## src/hdl/bsw_pkg.sv

```systemverilog
// Constants and types for the backup supervisor watchdog logic
package bsw_pkg;
  // ------------------------------------------------------------
  // Timing
  // ------------------------------------------------------------
  localparam int unsigned CLK_HZ        = 25_000_000;
  localparam int unsigned WDOG_MS       = 800;
  localparam int unsigned RST_DELAY_MS  = 100;
  localparam int unsigned SEAL_MIN_MS   = 5;
  localparam int unsigned SEAL_MAX_MS   = 35;
  localparam int unsigned CYC_PER_MS    = CLK_HZ / 1000;
  localparam int unsigned WDOG_CYC      = WDOG_MS * CYC_PER_MS;
  localparam int unsigned RST_DELAY_CYC = RST_DELAY_MS * CYC_PER_MS;
  localparam int unsigned SEAL_MIN_CYC  = SEAL_MIN_MS * CYC_PER_MS;
  localparam int unsigned SEAL_MAX_CYC  = SEAL_MAX_MS * CYC_PER_MS;
  localparam int unsigned CNT_W         = 25;
  localparam logic [CNT_W-1:0] CNT_ZERO = 25'h0;
  localparam logic [CNT_W-1:0] CNT_ONE  = 25'h1;
  localparam logic [1:0] SYNC_ZERO      = 2'h0;
  localparam int unsigned SELF_KICK_SHIFT = 3;
  localparam int unsigned SELF_KICK_MUL   = 7;

  // ------------------------------------------------------------
  // Freshness seal arming states (Gray along the arming path)
  // ------------------------------------------------------------
  typedef enum logic [1:0]
  {
    BSW_SEAL_IDLE  = 2'h0,
    BSW_SEAL_ARMING = 2'h1,
    BSW_SEAL_ARMED  = 2'h3,
    BSW_SEAL_DONE   = 2'h2
  } bsw_seal_t;

  function automatic logic [CNT_W-1:0] bsw_sat_inc(input logic [CNT_W-1:0] v);
    bsw_sat_inc = (v == {CNT_W{1'b1}}) ? v : v + CNT_ONE;
  endfunction
endpackage

```

## src/hdl/bsw_aux_cmp.sv

```systemverilog
// Aux monitor comparator with hysteresis
`timescale 1ns/1ps
`default_nettype none
module bsw_aux_cmp
  import bsw_pkg::*;
(
  input  wire logic clk_i,
  input  wire logic rst_b_i,
  input  wire logic below_thr_i,
  input  wire logic above_hyst_i,
  output var  logic aux_fail_flag_n_o
);
  logic flag_reg;
  logic flag_next;

  // ------------------------------------------------------------
  // Hysteresis: fall on below, rise only past the upper trip
  // ------------------------------------------------------------
  always_comb
  begin
    flag_next = flag_reg;
    if (below_thr_i)
      flag_next = 1'b0;
    else if (above_hyst_i)
      flag_next = 1'b1;
  end

  always_ff @(posedge clk_i or negedge rst_b_i)
  begin
    if (!rst_b_i)
      flag_reg <= 1'b0;
    else
      flag_reg <= flag_next;
  end

  assign aux_fail_flag_n_o = flag_reg;

  chk_fail_low_below: assert property (@(posedge clk_i) disable iff (!rst_b_i)
    below_thr_i |=> !aux_fail_flag_n_o) else $error("fail flag not low below threshold");
  chk_no_chatter: assert property (@(posedge clk_i) disable iff (!rst_b_i)
    (!aux_fail_flag_n_o && !above_hyst_i) |=> !aux_fail_flag_n_o) else $error("fail flag rose early");
endmodule
`default_nettype wire

```

## src/hdl/bsw_top.sv

```systemverilog
// Backup supervisor: watchdog, reset, supply select and freshness seal
`timescale 1ns/1ps
`default_nettype none
module bsw_top
  import bsw_pkg::*;
#(
  parameter int unsigned WDOG_CYCLES  = WDOG_CYC,
  parameter int unsigned RST_CYCLES   = RST_DELAY_CYC,
  parameter int unsigned SEAL_MIN_CYCLES = SEAL_MIN_CYC,
  parameter int unsigned SEAL_MAX_CYCLES = SEAL_MAX_CYC
)
(
  input  wire logic clk_i,
  input  wire logic rst_b_i,
  input  wire logic main_above_thr_i,
  input  wire logic main_above_bat_i,
  input  wire logic bat_present_i,
  input  wire logic aux_below_thr_i,
  input  wire logic aux_above_hyst_i,
  input  wire logic aux_tied_main_i,
  input  wire logic aux_fail_pin_low_i,
  input  wire logic watchdog_kick_in_i,
  input  wire logic watchdog_kick_float_i,
  output var  logic watchdog_kick_in_o,
  output var  logic watchdog_kick_in_oe_b_o,
  output var  logic aux_fail_flag_n_o,
  output var  logic reset_n_o,
  output var  logic bat_select_o,
  output var  logic bat_connect_o,
  output var  logic seal_active_o
);
  logic [CNT_W-1:0] wd_cnt_reg, wd_cnt_next;
  logic [CNT_W-1:0] rst_cnt_reg, rst_cnt_next;
  logic [CNT_W-1:0] seal_cnt_reg, seal_cnt_next;
  logic             kick_prev_reg, kick_prev_next;
  logic             rst_n_reg, rst_n_next;
  logic             bat_sel_reg, bat_sel_next;
  logic             bat_con_reg, bat_con_next;
  logic             drv_reg, drv_next;
  logic             seal_reg, seal_next;
  logic             oe_b_reg, oe_b_next;
  bsw_seal_t        seal_st_reg, seal_st_next;
  logic             kick_edge, timeout, fault, setup_ok;

  // Self-kick point of a floating pin, seven eighths into the period
  localparam int unsigned SELF_KICK_CYC = (WDOG_CYCLES >> SELF_KICK_SHIFT) * SELF_KICK_MUL;

  // ------------------------------------------------------------
  // Watchdog
  // ------------------------------------------------------------
  assign kick_edge = watchdog_kick_in_i ^ kick_prev_reg;
  assign timeout   = !watchdog_kick_float_i && (wd_cnt_reg >= WDOG_CYCLES[CNT_W-1:0] - CNT_ONE);

  always_comb
  begin
    kick_prev_next = watchdog_kick_in_i;
    drv_next       = 1'b0;
    oe_b_next      = !watchdog_kick_float_i;
    if (kick_edge || timeout || !rst_n_reg)
      wd_cnt_next = CNT_ZERO;
    else
      wd_cnt_next = wd_cnt_reg + CNT_ONE;
    // Floating input: hold low, one high pulse after 7/8 of the period
    if (watchdog_kick_float_i && wd_cnt_reg >= SELF_KICK_CYC[CNT_W-1:0] && !drv_reg)
      drv_next = 1'b1;
  end

  always_ff @(posedge clk_i or negedge rst_b_i)
  begin
    if (!rst_b_i)
    begin
      wd_cnt_reg    <= CNT_ZERO;
      kick_prev_reg <= 1'b0;
      drv_reg       <= 1'b0;
      oe_b_reg      <= 1'b1;
    end
    else
    begin
      wd_cnt_reg    <= wd_cnt_next;
      kick_prev_reg <= kick_prev_next;
      drv_reg       <= drv_next;
      oe_b_reg      <= oe_b_next;
    end
  end

  assign watchdog_kick_in_o     = drv_reg;
  // Weak drive only while floating; a driven pin wins outside
  assign watchdog_kick_in_oe_b_o = oe_b_reg;

  // ------------------------------------------------------------
  // Reset generator and supply select
  // ------------------------------------------------------------
  assign fault = timeout || !main_above_thr_i;

  always_comb
  begin
    rst_cnt_next = rst_cnt_reg;
    rst_n_next   = rst_n_reg;
    if (fault)
    begin
      rst_cnt_next = CNT_ZERO;
      rst_n_next   = 1'b0;
    end
    else if (!rst_n_reg)
    begin
      rst_cnt_next = bsw_sat_inc(rst_cnt_reg);
      if (rst_cnt_reg >= RST_CYCLES[CNT_W-1:0] - CNT_ONE)
        rst_n_next = 1'b1;
    end
    // Battery only when main below threshold and not above battery
    bat_sel_next = !main_above_thr_i && !main_above_bat_i;
    // Battery stays off while the arming outcome is still open, so it never
    // touches the output in the cycle the seal latches
    bat_con_next = bat_sel_next && !seal_reg && (seal_st_reg != BSW_SEAL_ARMING) && bat_present_i;
  end

  always_ff @(posedge clk_i or negedge rst_b_i)
  begin
    if (!rst_b_i)
    begin
      rst_cnt_reg <= CNT_ZERO;
      rst_n_reg   <= 1'b0;
      bat_sel_reg <= 1'b0;
      bat_con_reg <= 1'b0;
    end
    else
    begin
      rst_cnt_reg <= rst_cnt_next;
      rst_n_reg   <= rst_n_next;
      bat_sel_reg <= bat_sel_next;
      bat_con_reg <= bat_con_next;
    end
  end

  // ------------------------------------------------------------
  // Freshness seal
  // ------------------------------------------------------------
  assign setup_ok = bat_present_i && aux_fail_pin_low_i && aux_tied_main_i;

  always_comb
  begin
    seal_st_next  = seal_st_reg;
    seal_cnt_next = seal_cnt_reg;
    seal_next     = seal_reg;
    case (seal_st_reg)
      BSW_SEAL_IDLE:
        if (setup_ok && main_above_thr_i)
        begin
          seal_st_next  = BSW_SEAL_ARMING;
          seal_cnt_next = CNT_ONE;
        end
        else if (rst_n_reg)
          seal_st_next = BSW_SEAL_DONE; // Normal power-up, seal never armed
      BSW_SEAL_ARMING:
        if (!main_above_thr_i)
        begin
          // Window judged when main supply goes away
          if (seal_cnt_reg > SEAL_MIN_CYCLES[CNT_W-1:0] && seal_cnt_reg < SEAL_MAX_CYCLES[CNT_W-1:0])
          begin
            seal_st_next = BSW_SEAL_ARMED;
            seal_next    = 1'b1;
          end
          else
            seal_st_next = BSW_SEAL_IDLE;
        end
        else if (!setup_ok || seal_cnt_reg >= SEAL_MAX_CYCLES[CNT_W-1:0])
          seal_st_next = BSW_SEAL_DONE;
        else
          seal_cnt_next = bsw_sat_inc(seal_cnt_reg);
      BSW_SEAL_ARMED:
        if (rst_n_next && !rst_n_reg && main_above_thr_i)
        begin
          seal_st_next = BSW_SEAL_DONE;
          seal_next    = 1'b0;
        end
      BSW_SEAL_DONE:
        seal_next = 1'b0;
      default:
        seal_st_next = BSW_SEAL_IDLE;
    endcase
  end

  always_ff @(posedge clk_i or negedge rst_b_i)
  begin
    if (!rst_b_i)
    begin
      seal_st_reg  <= BSW_SEAL_IDLE;
      seal_cnt_reg <= CNT_ZERO;
      seal_reg     <= 1'b0;
    end
    else
    begin
      seal_st_reg  <= seal_st_next;
      seal_cnt_reg <= seal_cnt_next;
      seal_reg     <= seal_next;
    end
  end

  assign reset_n_o     = rst_n_reg;
  assign bat_select_o  = bat_sel_reg;
  assign bat_connect_o = bat_con_reg;
  assign seal_active_o = seal_reg;

  bsw_aux_cmp u_bsw_aux_cmp
  (
    .clk_i             (clk_i),
    .rst_b_i           (rst_b_i),
    .below_thr_i       (aux_below_thr_i),
    .above_hyst_i      (aux_above_hyst_i),
    .aux_fail_flag_n_o (aux_fail_flag_n_o)
  );

  // ------------------------------------------------------------
  // Checks
  // ------------------------------------------------------------
  chk_seal_isolates: assert property (@(posedge clk_i) disable iff (!rst_b_i)
    seal_active_o |-> !bat_connect_o) else $error("battery connected while sealed");
  chk_kick_clears: assert property (@(posedge clk_i) disable iff (!rst_b_i)
    $changed(watchdog_kick_in_i) |=> wd_cnt_reg == CNT_ZERO) else $error("edge did not clear counter");
  chk_float_no_reset: assert property (@(posedge clk_i) disable iff (!rst_b_i)
    (watchdog_kick_float_i && main_above_thr_i && reset_n_o) |=> reset_n_o) else $error("timeout while floating");
  chk_bat_select: assert property (@(posedge clk_i) disable iff (!rst_b_i)
    1'b1 |=> bat_select_o == (!$past(main_above_thr_i) && !$past(main_above_bat_i))) else $error("bad select");
  chk_reset_on_fault: assert property (@(posedge clk_i) disable iff (!rst_b_i)
    !main_above_thr_i |=> !reset_n_o) else $error("reset not asserted");
  chk_timeout_reset: assert property (@(posedge clk_i) disable iff (!rst_b_i)
    (wd_cnt_reg == WDOG_CYCLES[CNT_W-1:0] - CNT_ONE && !watchdog_kick_float_i) |=> !reset_n_o) else $error("no timeout reset");
  chk_seal_release: assert property (@(posedge clk_i) disable iff (!rst_b_i)
    $rose(reset_n_o) |=> !seal_active_o) else $error("seal kept after reset release");
  chk_pulse_single: assert property (@(posedge clk_i) disable iff (!rst_b_i)
    watchdog_kick_in_o |=> !watchdog_kick_in_o) else $error("self pulse too long");

  cov_timeout: cover property (@(posedge clk_i) disable iff (!rst_b_i) timeout);
  cov_bat: cover property (@(posedge clk_i) disable iff (!rst_b_i) $rose(bat_select_o));
  cov_seal: cover property (@(posedge clk_i) disable iff (!rst_b_i) $fell(seal_active_o));
endmodule
`default_nettype wire

```

## config.mk

```make
export PLATFORM = sky130hd
export DESIGN_NAME = bsw_top
export DESIGN_NICKNAME = d
export VERILOG_FILES = /design/src/hdl/bsw_pkg.sv /design/src/hdl/bsw_aux_cmp.sv /design/src/hdl/bsw_top.sv
export SDC_FILE = /design/constraint.sdc
export NUM_CORES = 1
export LEC_CHECK = 0
export BUFFER_PORTS_ARGS = -buffer_cell sky130_fd_sc_hd__buf_2
export CAP_MARGIN = 0
export CORE_UTILIZATION = 55
export DETAILED_ROUTE_END_ITERATION = 10
export GPL_TIMING_DRIVEN = 0
export PLACE_DENSITY_LB_ADDON = 0.25
export RECOVER_POWER = 100
export SLEW_MARGIN = 20
export SYNTH_ARGS = -nofsm -noshare
export SYNTH_HDL_FRONTEND = slang
export SYNTH_HIERARCHICAL = 1
export SYNTH_SLANG_ARGS = --single-unit
export TNS_END_PERCENT = 30
```

## constraint.sdc

```tcl
create_clock -name clk_i -period 3.2 [get_ports clk_i]
set_input_delay 0.16 -clock clk_i [delete_from_list [all_inputs] [get_ports clk_i]]
set_output_delay 0.16 -clock clk_i [all_outputs]
set_load 0.02 [all_outputs]
```

### Word level (Yosys, flattened, before mapping)

Cells that the tools add are included.

| word-level totals | value |
|---|---|
| logic and storage cells | 98 |
| input port bits | 11 |
| register bits after elaboration | 85 |
| output and inout port bits | 7 |

| operators by class | value |
|---|---|
| equal/unequal tests | 17 |
| order comparisons | 6 |
| multiplexer cells | 26 |
| bitwise operators | 1 |
| $add $sub $neg | 3 |
| reduce and logical (&&, ||, !) cells | 33 |

Operators by type and width:

| cell | number |
|---|---|
| $mux 25 | 8 |
| $add 25x1->25 const B | 3 |
| $eq 25x25->1 const B | 2 |
| $ge 25x25->1 const B | 2 |
| $pmux 25 s2 | 1 |
| $ge 25x20->1 const B | 1 |
| $ge 25x22->1 const B | 1 |
| $gt 25x17->1 const B | 1 |
| $lt 25x20->1 const B | 1 |
| $ne 2x2->1 const B | 8 |
| $logic_and 1x1->1 | 13 |
| $mux 2 | 6 |
| $mux 1 | 9 |
| $reduce_and 4->1 | 2 |
| $logic_not 1->1 | 7 |
| $ne 3x3->1 const B | 2 |
| $pmux 2 s3 | 1 |
| $reduce_bool 3->1 | 2 |
| $reduce_and 5->1 | 1 |
| $eq 2x2->1 const B | 2 |
| $logic_or 1x1->1 | 4 |
| $ne 2x1->1 const B | 2 |
| $reduce_bool 2->1 | 2 |
| $pmux 1 s3 | 1 |
| 4 further kinds | 4 |

### Longest topological paths before layout

| logic depth | value |
|---|---|
| depth after elaboration | 8 |
| gate-level depth with buffers | 8 |
| depth with buffers taken out | 8 |

### Cells and area by module

Netlist, hierarchy kept.

By module, submodules not included:

| module | area an instance (um2) | sequential area each (um2) | times used | cells an instance |
|---|---|---|---|---|
| bsw_top | 4,509.3 | 2,103.3 | 1 | 473 |
| bsw_aux_cmp | 35.0 | 25.0 | 1 | 2 |

### Worst setup path before layout

OpenSTA, ideal clock, no wires.

| timing | value |
|---|---|
| path kind | flip-flop to flip-flop |
| start | reg wd_cnt_reg[0] |
| end | reg rst_cnt_reg[10] |
| setup time | 0.121 ns |
| stages on the path, launching flop included | 8 |
| path slack | 1.159 ns |
| data arrival time | 1.919 ns |
| required time | 3.079 ns |
| period minus slack after synthesis | 2.041 ns |
| buffers on the path | 1 |
| cells stage by stage | dfrtp_1 -> ha_1 -> nand3_1 -> or3_1 -> o41a_1 -> o211ai_2 -> buf_2 -> nor2_1 |

| between the ends | value |
|---|---|
| longest elaborated chain between the ends | 5 |
| elaborated cells on any way between the ends | 7 |
| classes of those cells | order compare: 1; eq/ne: 2; mux: 1; reduce/logical: 3 |

RTL lines:

| item | line | text |
|---|---|---|
| start, declared | bsw_top.sv:32 | `logic [CNT_W-1:0] wd_cnt_reg, wd_cnt_next;` |
| start signal, assigned | bsw_top.sv:79 | `wd_cnt_reg <= wd_cnt_next;` |
| $ge 25x25->1 * | bsw_top.sv:52 | `assign timeout = !watchdog_kick_float_i && (wd_cnt_reg >= WDOG_CYCLES[CNT_W-1:0] - CNT_ONE);` |
| $logic_and 1x1->1 * | bsw_top.sv:52 |  |
| $logic_or 1x1->1 * | bsw_top.sv:93 | `assign fault = timeout \|\| !main_above_thr_i;` |
| $ne 2x2->1 (no line) or $ne 2x1->1 (tied branches) | n/a |  |
| $reduce_and 2->1 (no line) | n/a |  |
| end signal, assigned | bsw_top.sv:128 | `rst_cnt_reg <= rst_cnt_next;` |
| end, declared | bsw_top.sv:33 | `logic [CNT_W-1:0] rst_cnt_reg, rst_cnt_next;` |

Every way passes the cells marked *; elsewhere a longest branch is shown, timed or not.
A chain may end at the register's enable or synchronous reset.

### Worst setup path in the final report

| timing | value |
|---|---|
| start | reg wd_cnt_reg[0] |
| end | reg rst_cnt_reg[24] |

Same word-level chain as after synthesis.

==> flow_summary.json <==
{
  "status": "finished, violations left",
  "violations": "max-capacitance violations, max-slew violations",
  "start_util_pct": 57.9,
  "numPlacedInstances": 595,
  "final_cells": 615,
  "clockPowerShare_pct": 43.0,
  "dr.pass1.iters": 4,
  "num_vias": 3632,
  "syn_nets": 491,
  "syn_area_um2": 4540,
  "power.switching_uw": 485,
  "maxCapViolations": 1,
  "avgViaCountPerCell": 5.91,
  "setup-tns-final_ns": 0,
  "seqPwrFrac_pct": 52.0,
  "cts-root-buf": "clkbuf_8",
  "gr-total-overflow": 0,
  "port_buffers": 17,
  "cts_buffer_depth": 2,
  "coreArea_um2": 7850,
  "drc_errors": 0,
  "start_kind": "flip-flop",
  "num_antenna_cells": 0,
  "synth_seq_area_share_pct": 46.8,
  "endpoint_kind": "flip-flop",
  "place_hpwl_um": 6410,
  "power.density_nw_per_um2": 431,
  "area.growth.synth_to_final_pct": 10.5,
  "post-route-period-util_pct": 83.8,
  "grt_pass1_vias": 3466,
  "grt_max_degree": 51,
  "synth_edf_count": 0,
  "wirelength_um": 9210,
  "antenna_found_initial": 0,
  "fmax_mhz": 373,
  "die_h_um": 92.9,
  "power_frac_comb_pct": 5.0,
  "die_area_um2": 8630,
  "grt_pass1_wl_um": 16200,
  "cts.sinks": 85,
  "rsz0062_at_grt": "no",
  "irDropWorstVdd_uv": 239,
  "yosysWarnings": 6,
  "min_path_type": "in2reg",
  "dr.first_iter.drc_count": 242,
  "critPathMaxFanout": 10,
  "io_pins": 18,
  "insertion_delay_ns": 0.35,
  "place_area_um2": 4790,
  "num_rows": 32,
  "place.gp.congestion": 0.799,
  "cts_buffers": 9,
  "num-nets-final": 524,
  "setup_viol": 0,
  "p_leak_nw": 2.09,
  "clk_pin_slew_ns": 0.09,
  "grt_use_total_pct": 23.7,
  "postCtsResizedCells": 0,
  "fin_worst_skew_ns": 0.00859,
  "utilization_pct": 64.0,
  "swShare_pct": 22.4,
  "power.total_mw": 2.16,
  "post_cts_buffers": 0,
  "finalMaxSlewViolations": 36,
  "drive_gt1_share_pct": 8.19,
  "fin_area_um2": 5020,
  "netlist_instances": 475,
  "relSlewSlack_pct": -38.2,
  "internal_power_mw": 1.68,
  "tightest_slew_ns": 2.07,
  "ys.flop_type": "dfrtp_1",
  "cts_max_level": 3,
  "ant_nets": 0,
  "synth_async_sr_flop_share_pct": 100,
  "crit_required_ns": 3.42,
  "hold_viol": 0,
  "wl_per_cell_um": 15.0,
  "ys_types": 62,
  "dieWidth_um": 92.9,
  "critical_path_class": "reg2reg",
  "critPathArrivalTime_ns": 2.90,
  "synth-seq-cells": 85,
  "syn_area_per_cell_um2": 9.57,
  "cts_tree": "built",
  "period_needed_ns": 2.68
}
## cell usage in the layout, fill, tap and decap left out, types with 4 or more instances in the layout
master         Yosys  final
clkbuf_8           0     10
clkbuf_1           5     20
xor2_1            32     32
inv_1             14     14
dfrtp_1           84     84
nand4b_1           4      4
a21oi_1           25     26
nand2_1           35     35
o31ai_1            4      4
nand3_1           30     30
xnor2_1           15     15
nor4_1             4      4
or3_1             21     21
and4_1             7      9
o21ai_0           16     16
dlygate4sd3_1      0      4
and2_0             0      4
a211o_1            4      4
ha_1               5      5
nand4_1           16     16
buf_2              6      9
nor2_1            68     68
nor3_1             9      9
and3_1            14     14
## logic make-up (layout without fill, tap and decap cells)
kind of cell             count (synthesis)  after routing  share of synthesized area [%]
adder cells (fa/ha/maj)                  5              5                           1.38
AO/OA/AOI/OAI                           77             77                           12.4
multiplexers                             1              1                          0.220
flip-flops                              85             85                           46.8
AND/OR/NAND/NOR                        231            231                           27.1
XOR/XNOR                                47             47                           9.06
buffers and inverters                   29             67                           2.97
## worst paths after layout
kind                                         startpoint                                     endpoint  slack, ns  cells past startpoint
min                                    aux_above_hyst_i  u_bsw_aux_cmp/aux_fail_flag_n_o$_DFFE_PN0P_       0.04                      2
max in group asynchronous                       rst_b_i                 watchdog_kick_in_o$_DFF_PN0_       1.08                      2
min in group asynchronous                       rst_b_i                     wd_cnt_reg[21]$_DFF_PN0_       0.94                      2
min reg2reg                watchdog_kick_in_o$_DFF_PN0_                 watchdog_kick_in_o$_DFF_PN0_       0.43                      1
max reg2reg                     wd_cnt_reg[0]$_DFF_PN0_                  rst_cnt_reg[24]$_DFFE_PN0P_       0.52                      7
max                             wd_cnt_reg[0]$_DFF_PN0_                  rst_cnt_reg[24]$_DFFE_PN0P_       0.52                      7
## worst max-delay path, cell delays in order (launching register included)
cell	delay (ns)
dfrtp_1	0.41
ha_1	0.21
nand3_1	0.16
or3_1	0.43
o41a_1	0.40
o211ai_1	0.38
clkbuf_1	0.45
nor2_1	0.10
## power groups by stage
| stage | combinational, mW | clock, mW | sequential, mW |
|---|---|---|---|
| floorplan | 0.0541 | 0 | 1.14 |
| detailed placement | 0.108 | 0 | 1.14 |
| CTS | 0.113 | 0.941 | 1.12 |
| global route | 0.123 | 0.982 | 1.13 |
| finish | 0.108 | 0.929 | 1.12 |
| global placement | 0.100 | 0 | 1.14 |
## cells in the mapped netlist, drive strengths merged, types with 2 or more instances
cell type / n / area share [%]
nand3: 30 / 3.3
and4: 9 / 1.8
nand4b: 4 / 0.77
and3: 14 / 1.9
inv: 14 / 1.2
a31oi: 2 / 0.41
a211o: 4 / 0.77
a21oi: 26 / 3.1
and2: 7 / 0.99
or3: 21 / 2.9
o21ai: 17 / 1.9
xor2: 32 / 6.2
buf: 9 / 1.2
or4: 4 / 0.74
xnor2: 15 / 2.9
nor3: 11 / 1.6
clkbuf: 6 / 0.58
dfrtp: 84 / 46
o21a: 2 / 0.33
a2111oi: 3 / 0.58
ha: 5 / 1.4
nor4: 5 / 1.0
o2111ai: 2 / 0.66
o211ai: 3 / 0.61
nor4b: 2 / 0.39
nor2: 69 / 5.9
nand4: 16 / 2.2
nand2: 35 / 2.9
a311oi: 3 / 0.72
o31ai: 5 / 1.1
## layout make-up
| class | count | area, um2 |
|---|---|---|
| clock inverters | 6 | 110 |
| plain buffers | 15 | 70.1 |
| inverters | 14 | 52.6 |
| multi-input cells | 361 | 2250 |
| clock buffers | 10 | 138 |
| fillers | 699 | 2830 |
| well taps | 102 | 128 |
| flip-flops and latches | 85 | 2130 |
| repair buffers | 22 | 140 |
## repair_timing
item	in CTS	in global routing
hold endpoints to repair	37	0
setup endpoints to repair	0	0
hold buffers	4	0
## stage by stage
step	hold WS (ns)	worst slack, ns
2_1_floorplan	-0.136	1.16
3_3_place_gp	0.293	0.904
3_5_place_dp	0.161	0.864
4_1_cts	0.0434	0.862
5_1_grt	0.0377	0.364
6_report	0.0386	0.520
## routing by layer
metal / wire length, um / vias to the layer above / global-route usage (%) / share of wire (%)
met2: 4300 / 82 / 37.6 / 47
met4: 136 / 0 / 7.82 / 1.5
met1: 4420 / 1780 / 33.7 / 48
met5: 0 / - / 0 / 0
met3: 359 / 11 / 2.96 / 3.9
li1: - / 1759 / - / -
Power figures use the tool's default switching activity.
